**config.mk**
```make
export PLATFORM = sky130hd
export DESIGN_NAME = ccd_exec
export DESIGN_NICKNAME = d
export VERILOG_FILES = /design/src/ccd_pkg.sv /design/src/ccd_opdec.sv /design/src/ccd_exec.sv
export VERILOG_INCLUDE_DIRS = /design/src
export SDC_FILE = /design/constraint.sdc
export NUM_CORES = 1
export LEC_CHECK = 0
export BUFFER_PORTS_ARGS = -buffer_cell sky130_fd_sc_hd__buf_2
export CAP_MARGIN = 20
export CORE_ASPECT_RATIO = 0.7
export CORE_MARGIN = 2
export CORE_UTILIZATION = 40
export CTS_CLUSTER_SIZE = 40
export DETAILED_ROUTE_END_ITERATION = 6
export PLACE_DENSITY = 0.77
export SLEW_MARGIN = 20
export SYNTH_ARGS = -nofsm -noshare
export SYNTH_HDL_FRONTEND = slang
export SYNTH_SLANG_ARGS = --single-unit
```
**constraint.sdc**
```tcl
create_clock -name clk_sys -period 1.4 [get_ports clk_sys]
set_clock_uncertainty 0.1 [all_clocks]
set_input_delay 0.28 -clock clk_sys [delete_from_list [all_inputs] [get_ports clk_sys]]
set_output_delay 0.28 -clock clk_sys [all_outputs]
set_load 0.02 [all_outputs]
```
**src/ccd_defs.svh**
```systemverilog
// Constants for the clear-and-call instruction decoder.
// Assumes 14-bit instruction words and a 13-bit program counter.
`ifndef CCD_DEFS_SVH
`define CCD_DEFS_SVH
`define CCD_CLEAR_FILE_REG_OP_MASK   14'h3F80
`define CCD_CLEAR_FILE_REG_OP_MATCH  14'h0180
`define CCD_CALL_MASK   14'h3800
`define CCD_CALL_MATCH  14'h2000
`define CCD_CLEAR_ACCUMULATOR_OP_CODE   14'h0103
`define CCD_WDTR_CODE   14'h0064
`define CCD_ZERO_BYTE   8'h00
`define CCD_PC_RESET    13'h0000
`define CCD_PC_STEP     13'h0001
`define CCD_LATCH_HI    4
`define CCD_LATCH_LO    3
`define CCD_IMM_HI      10
`define CCD_IMM_LO      0
`define CCD_ADDR_HI     6
`define CCD_ADDR_LO     0
`endif

```
**src/ccd_pkg.sv**
```systemverilog
// Types shared by the clear-and-call decoder files.
// Assumes ccd_defs.svh is on the include path.
package ccd_pkg;
  typedef enum logic [2:0] {
    CCD_OP_NONE,
    CCD_OP_CLEAR_FILE_REG_OP,
    CCD_OP_CALL,
    CCD_OP_CLEAR_ACCUMULATOR_OP,
    CCD_OP_WDTR
  } ccd_op_e;

  typedef enum logic {
    CCD_CALL_IDLE,
    CCD_CALL_SLOT
  } ccd_call_e;

  typedef struct packed {
    logic       valid;
    logic [6:0] addr;
    logic [7:0] data;
  } ccd_file_wr_s;

  typedef struct packed {
    logic        valid;
    logic [12:0] addr;
  } ccd_push_s;
endpackage : ccd_pkg

```
**src/ccd_opdec.sv**
```systemverilog
// Combinational opcode classifier for the clear-and-call decoder.
// Assumes a full 14-bit instruction word at its input.
`timescale 1ns/1ps
`include "ccd_defs.svh"
module ccd_opdec
  import ccd_pkg::*;
(
  input  wire logic [13:0] instr,
  output ccd_op_e          op
);
  always_comb begin
    if ((instr & `CCD_CLEAR_FILE_REG_OP_MASK) == `CCD_CLEAR_FILE_REG_OP_MATCH) begin
      op = CCD_OP_CLEAR_FILE_REG_OP;
    end else if ((instr & `CCD_CALL_MASK) == `CCD_CALL_MATCH) begin
      op = CCD_OP_CALL;
    end else if (instr == `CCD_CLEAR_ACCUMULATOR_OP_CODE) begin
      op = CCD_OP_CLEAR_ACCUMULATOR_OP;
    end else if (instr == `CCD_WDTR_CODE) begin
      op = CCD_OP_WDTR;
    end else begin
      op = CCD_OP_NONE;
    end
  end
endmodule : ccd_opdec

```
**src/ccd_exec.sv**
```systemverilog
// Execute stage for clear-file, call, clear-accumulator and watchdog refresh.
// Assumes one instr_en pulse per instruction cycle; the stack, file and
// watchdog live outside and act on the one-cycle strobes given here.
`timescale 1ns/1ps
`include "ccd_defs.svh"
module ccd_exec
  import ccd_pkg::*;
(
  input  wire logic         clk_sys,
  input  wire logic         reset,
  input  wire logic         instr_en,
  input  wire logic [13:0]  instr,
  input  wire logic [12:0]  pc_cur,
  input  wire logic [7:0]   pc_upper_latch,
  output ccd_file_wr_s      file_wr_q,
  output logic              accum_clr_q,
  output logic              zero_set_q,
  output ccd_push_s         stack_top_q,
  output logic              pc_load_q,
  output logic [12:0]       pc_next_q,
  output logic              flush_q,
  output logic              watchdog_counter_clr_q,
  output logic              timeout_flag_n_set_q,
  output logic              powerdown_flag_n_set_q,
  output logic              busy_q
);
  ccd_op_e     op;
  ccd_call_e   call_state_q;
  ccd_call_e   call_state_d;

  logic        go;
  logic        hit_clear_file_reg_op;
  logic        hit_call;
  logic        hit_clear_accumulator_op;
  logic        hit_wdtr;
  logic        take_clear_file_reg_op;
  logic        take_call;
  logic        take_clear_accumulator_op;
  logic        take_wdtr;

  logic [12:0] ret_addr;
  logic [12:0] call_target;
  logic [6:0]  file_addr;

  ccd_opdec u_opdec (
    .instr (instr),
    .op    (op)
  );

  // One flag per class keeps the strobe logic below free of enum compares
  always_comb begin
    hit_clear_file_reg_op = 1'b0;
    hit_call = 1'b0;
    hit_clear_accumulator_op = 1'b0;
    hit_wdtr = 1'b0;
    case (op)
      CCD_OP_CLEAR_FILE_REG_OP: begin
        hit_clear_file_reg_op = 1'b1;
      end
      CCD_OP_CALL: begin
        hit_call = 1'b1;
      end
      CCD_OP_CLEAR_ACCUMULATOR_OP: begin
        hit_clear_accumulator_op = 1'b1;
      end
      CCD_OP_WDTR: begin
        hit_wdtr = 1'b1;
      end
      default: begin
      end
    endcase
  end

  // Call sequencer: the slot after a call carries the prefetched word,
  // which is thrown away however late its enable arrives
  always_comb begin
    call_state_d = call_state_q;
    case (call_state_q)
      CCD_CALL_IDLE: begin
        if (instr_en && hit_call) begin
          call_state_d = CCD_CALL_SLOT;
        end
      end
      CCD_CALL_SLOT: begin
        if (instr_en) begin
          call_state_d = CCD_CALL_IDLE;
        end
      end
      default: begin
        call_state_d = CCD_CALL_IDLE;
      end
    endcase
  end

  always_ff @(posedge clk_sys) begin
    if (reset) begin
      call_state_q <= CCD_CALL_IDLE;
    end else begin
      call_state_q <= call_state_d;
    end
  end

  // Nothing is taken in the discarded slot
  assign go        = instr_en && (call_state_q == CCD_CALL_IDLE);
  assign take_clear_file_reg_op = go && hit_clear_file_reg_op;
  assign take_call = go && hit_call;
  assign take_clear_accumulator_op = go && hit_clear_accumulator_op;
  assign take_wdtr = go && hit_wdtr;

  // Return address wraps within the 13-bit program space
  assign ret_addr    = pc_cur + `CCD_PC_STEP;
  assign call_target = {pc_upper_latch[`CCD_LATCH_HI:`CCD_LATCH_LO],
                        instr[`CCD_IMM_HI:`CCD_IMM_LO]};
  assign file_addr   = instr[`CCD_ADDR_HI:`CCD_ADDR_LO];

  // Busy holds through the slot until the next enable, even a late one
  always_ff @(posedge clk_sys) begin
    if (reset) begin
      busy_q <= 1'b0;
    end else if (instr_en) begin
      busy_q <= take_call;
    end
  end

  always_ff @(posedge clk_sys) begin
    if (reset) begin
      flush_q <= 1'b0;
    end else begin
      flush_q <= take_call;
    end
  end

  // Address follows instr every cycle and data is always zero; only valid qualifies them
  always_ff @(posedge clk_sys) begin
    if (reset) begin
      file_wr_q <= '0;
    end else begin
      file_wr_q.valid <= take_clear_file_reg_op;
      file_wr_q.addr  <= file_addr;
      file_wr_q.data  <= `CCD_ZERO_BYTE;
    end
  end

  always_ff @(posedge clk_sys) begin
    if (reset) begin
      accum_clr_q <= 1'b0;
    end else begin
      accum_clr_q <= take_clear_accumulator_op;
    end
  end

  // Zero flag is only ever set here; its other writers live outside
  always_ff @(posedge clk_sys) begin
    if (reset) begin
      zero_set_q <= 1'b0;
    end else begin
      zero_set_q <= take_clear_accumulator_op || take_clear_file_reg_op;
    end
  end

  // Push address is held after the strobe; only valid marks a push
  always_ff @(posedge clk_sys) begin
    if (reset) begin
      stack_top_q <= '0;
    end else begin
      stack_top_q.valid <= take_call;
      if (take_call) begin
        stack_top_q.addr <= ret_addr;
      end
    end
  end

  always_ff @(posedge clk_sys) begin
    if (reset) begin
      pc_load_q <= 1'b0;
    end else begin
      pc_load_q <= take_call;
    end
  end

  // Target holds between calls so the counter logic may reload it late
  always_ff @(posedge clk_sys) begin
    if (reset) begin
      pc_next_q <= `CCD_PC_RESET;
    end else if (take_call) begin
      pc_next_q <= call_target;
    end
  end

  // Three separate strobes: counter, timeout flag and power-down flag sit in other logic
  always_ff @(posedge clk_sys) begin
    if (reset) begin
      watchdog_counter_clr_q <= 1'b0;
    end else begin
      watchdog_counter_clr_q <= take_wdtr;
    end
  end

  always_ff @(posedge clk_sys) begin
    if (reset) begin
      timeout_flag_n_set_q <= 1'b0;
    end else begin
      timeout_flag_n_set_q <= take_wdtr;
    end
  end

  always_ff @(posedge clk_sys) begin
    if (reset) begin
      powerdown_flag_n_set_q <= 1'b0;
    end else begin
      powerdown_flag_n_set_q <= take_wdtr;
    end
  end
endmodule : ccd_exec

```
==> qor.yml <==
areaGrowthSynthToFinish_pct: 48.0
grtUsageTotal: 0.169
synth_compound_area_frac: 0.117
drt_first_pass_iters: 4
drv_cap: 0
grt_pass1_wl_mm: 6.07
die_h_um: 58.1
synthCells: 187
fin_nets: 316
cp_data_arrival_time_ns: 1.52
min_period_ns: 1.43
final_cell_mix: "buf_2 (74), dfxtp_1 (39), nand2_1 (23), nor2_1 (15), buf_4 (15)"
grt_pass1_vias: 1332
rsz0062_at_grt: "true"
hold_start: "pc_upper_latch[3]"
initial_core_util: 0.421
setup.worst_path.class: "register to register"
io_buffer_count: 74
clockRootBuffer: "clkbuf_8"
violations: "negative setup slack"
yosys_warnings: 0
drtIter0Drc: 40
outcome: "finished with violations"
wl_mm: 4.34
worstReg2RegStart: "call_state_q"
crit_fanout: 6
finalSetupViolations: 3
detail_route.wl_per_cell_um: 13.1
synth_top_family_by_area: "simple AND/OR/NAND/NOR gates"
drc: 0
via_per_inst: 4.65
cp.required_ns: 1.49
clockBufferDepth: 2
dp_hpwl_mm: 3.06
hold_class: "input port to register"
clk_pin_slew_worst_paths_ns: 0.08
dieArea_um2: 4720
fmax_mhz: 699
vdd_drop_max_mv: 0.549
n_antenna_cell: 0
cts.sinks: 40
antenna_left: 0
crit_path_end_kind: "register"
design_area_um2: 2470
tritoncts: "yes"
netlist-cell-type-count: 26
muxShareOfSynthArea: 0
synth_xor_area_frac: 0.0576
final_common_cell: "buf_2"
cts_buffers: 5
gp_congestion: 0.821
htreeDepth: 2
cellPowerDensity_nw_per_um2: 1040
final_max_slew_viol_count: 0
die_x_um: 81.3
syn_area_um2: 1670
power.total_mw: 2.56
ios: 89
p_leak_nw: 1.11
worst_slack_ns: -0.0302
regToRegSetupSlack_ns: -0.03
crit_path_start_kind: "register"
gr-total-overflow: 0
synth-seq-cells: 40
drive_gt1_frac: 0.496
yosys.area_share.adder: 0.00749
grt_antenna_before_repair: 0
grt_max_degree: 19
num_vias: 1536
min_period_over_period: 1.02
fp.coreArea_um2: 3970
seq_area_frac_synth: 0.479
placed_area_um2: 2150
core.rowCount: 19
clk_latency_ns: 0.29
synth.avg_cell_area_um2: 8.94
crit_start: "call_state_q"
finalSetupTns_ns: -0.0384
hold_viol_final: 0
synth-simple-area-share: 0.240
==> state kept, by name, summed over array words and instances (netlist names) <==
register and count:
zero_set_q 1, pc_load_q 1, powerdown_flag_n_set_q 1, call_state_q 1, pc_next_q 13, busy_q 1, stack_top_q 13, file_wr_q 8
accum_clr_q 1
==> report_power, final <==
part | switching (mW) | internal, mW
clock network | 0.397 | 0.629
registers | 0.0140 | 1.17
logic | 0.207 | 0.147
==> path summary, 6_finish.rpt <==
check | end | cells past startpoint
worst min register to register | pc_next_q[11] | 2
worst min-delay path | pc_next_q[11] | 3
worst max register to register | stack_top_q[0] | 5
worst max-delay path | stack_top_q[0] | 5
==> Yosys cell counts <==
library cell,number,area share
a211oi_1,8,0.036
a211oi_2,4,0.030
a21oi_1,17,0.051
and2_2,1,0.0045
and4_1,1,0.0052
buf_4,14,0.063
buf_6,2,0.013
clkbuf_1,5,0.011
conb_1,1,0.0022
dfxtp_1,40,0.48
ha_1,1,0.0075
inv_1,4,0.0090
nand2_1,30,0.067
nand2b_1,2,0.0075
nand3_1,7,0.021
nand4_1,2,0.0075
nand4b_1,1,0.0052
nor2_1,20,0.045
nor2b_1,7,0.026
nor3_1,4,0.012
nor3b_1,1,0.0045
nor4_2,2,0.015
nor4b_1,1,0.0052
nor4b_4,1,0.014
xnor2_1,10,0.052
xor2_1,1,0.0052
==> cells by family (layout without fill, tap and decap cells) <==
family | Yosys count | in the layout
simple gates | 80 | 80
flops | 40 | 40
compound gates | 29 | 29
buf+inv | 25 | 109
xor+xnor | 11 | 11
fa+ha+maj | 1 | 1
other cells | 1 | 8
==> metrics by stage <==
stage / setup slack, ns / util / hold slack [ns] / cells
global route: -0.0964 / 0.623 / 0.117 / 330
finish: -0.0302 / 0.623 / 0.122 / 330
global placement: -0.0810 / 0.541 / 0.341 / 317
floorplan: 0.00585 / - / 0.276 / 194
CTS: -0.0172 / 0.575 / 0.112 / 326
detailed placement: -0.159 / 0.541 / 0.349 / 317
==> layout make-up <==
cell class | count | area [µm²]
Timing Repair Buffer | 97 | 632
Fill cell | 348 | 1500
Clock buffer | 7 | 96.3
Sequential cell | 40 | 802
Multi-Input combinational cell | 129 | 833
Tap cell | 52 | 65.1
Inverter | 4 | 15.0
Clock inverter | 1 | 30.0
==> layer usage <==
metal,vias up,GRT usage,part of all wire
met5,-,0,0
met3,4,0.0576,0.069
li1,783,-,-
met2,44,0.254,0.46
met1,705,0.221,0.46
met4,0,0.0775,0.011
==> critical path: stages (launching register included) <==
cell,delay [ns]
dfxtp_2,0.34
nor4b_4,0.23
and2_4,0.29
buf_12,0.14
nor2_1,0.04
a211oi_1,0.19
==> what timing repair did <==
action                                  in CTS  in global routing
hold buffers                                 0                  0
gates resized for setup                      2                 30
setup buffers                                1                  1
gates cloned                                 0                  3
endpoints found under the setup margin      14                 22
pin swaps                                    2                 21
Note: power is estimated with default switching activity, not from simulation.
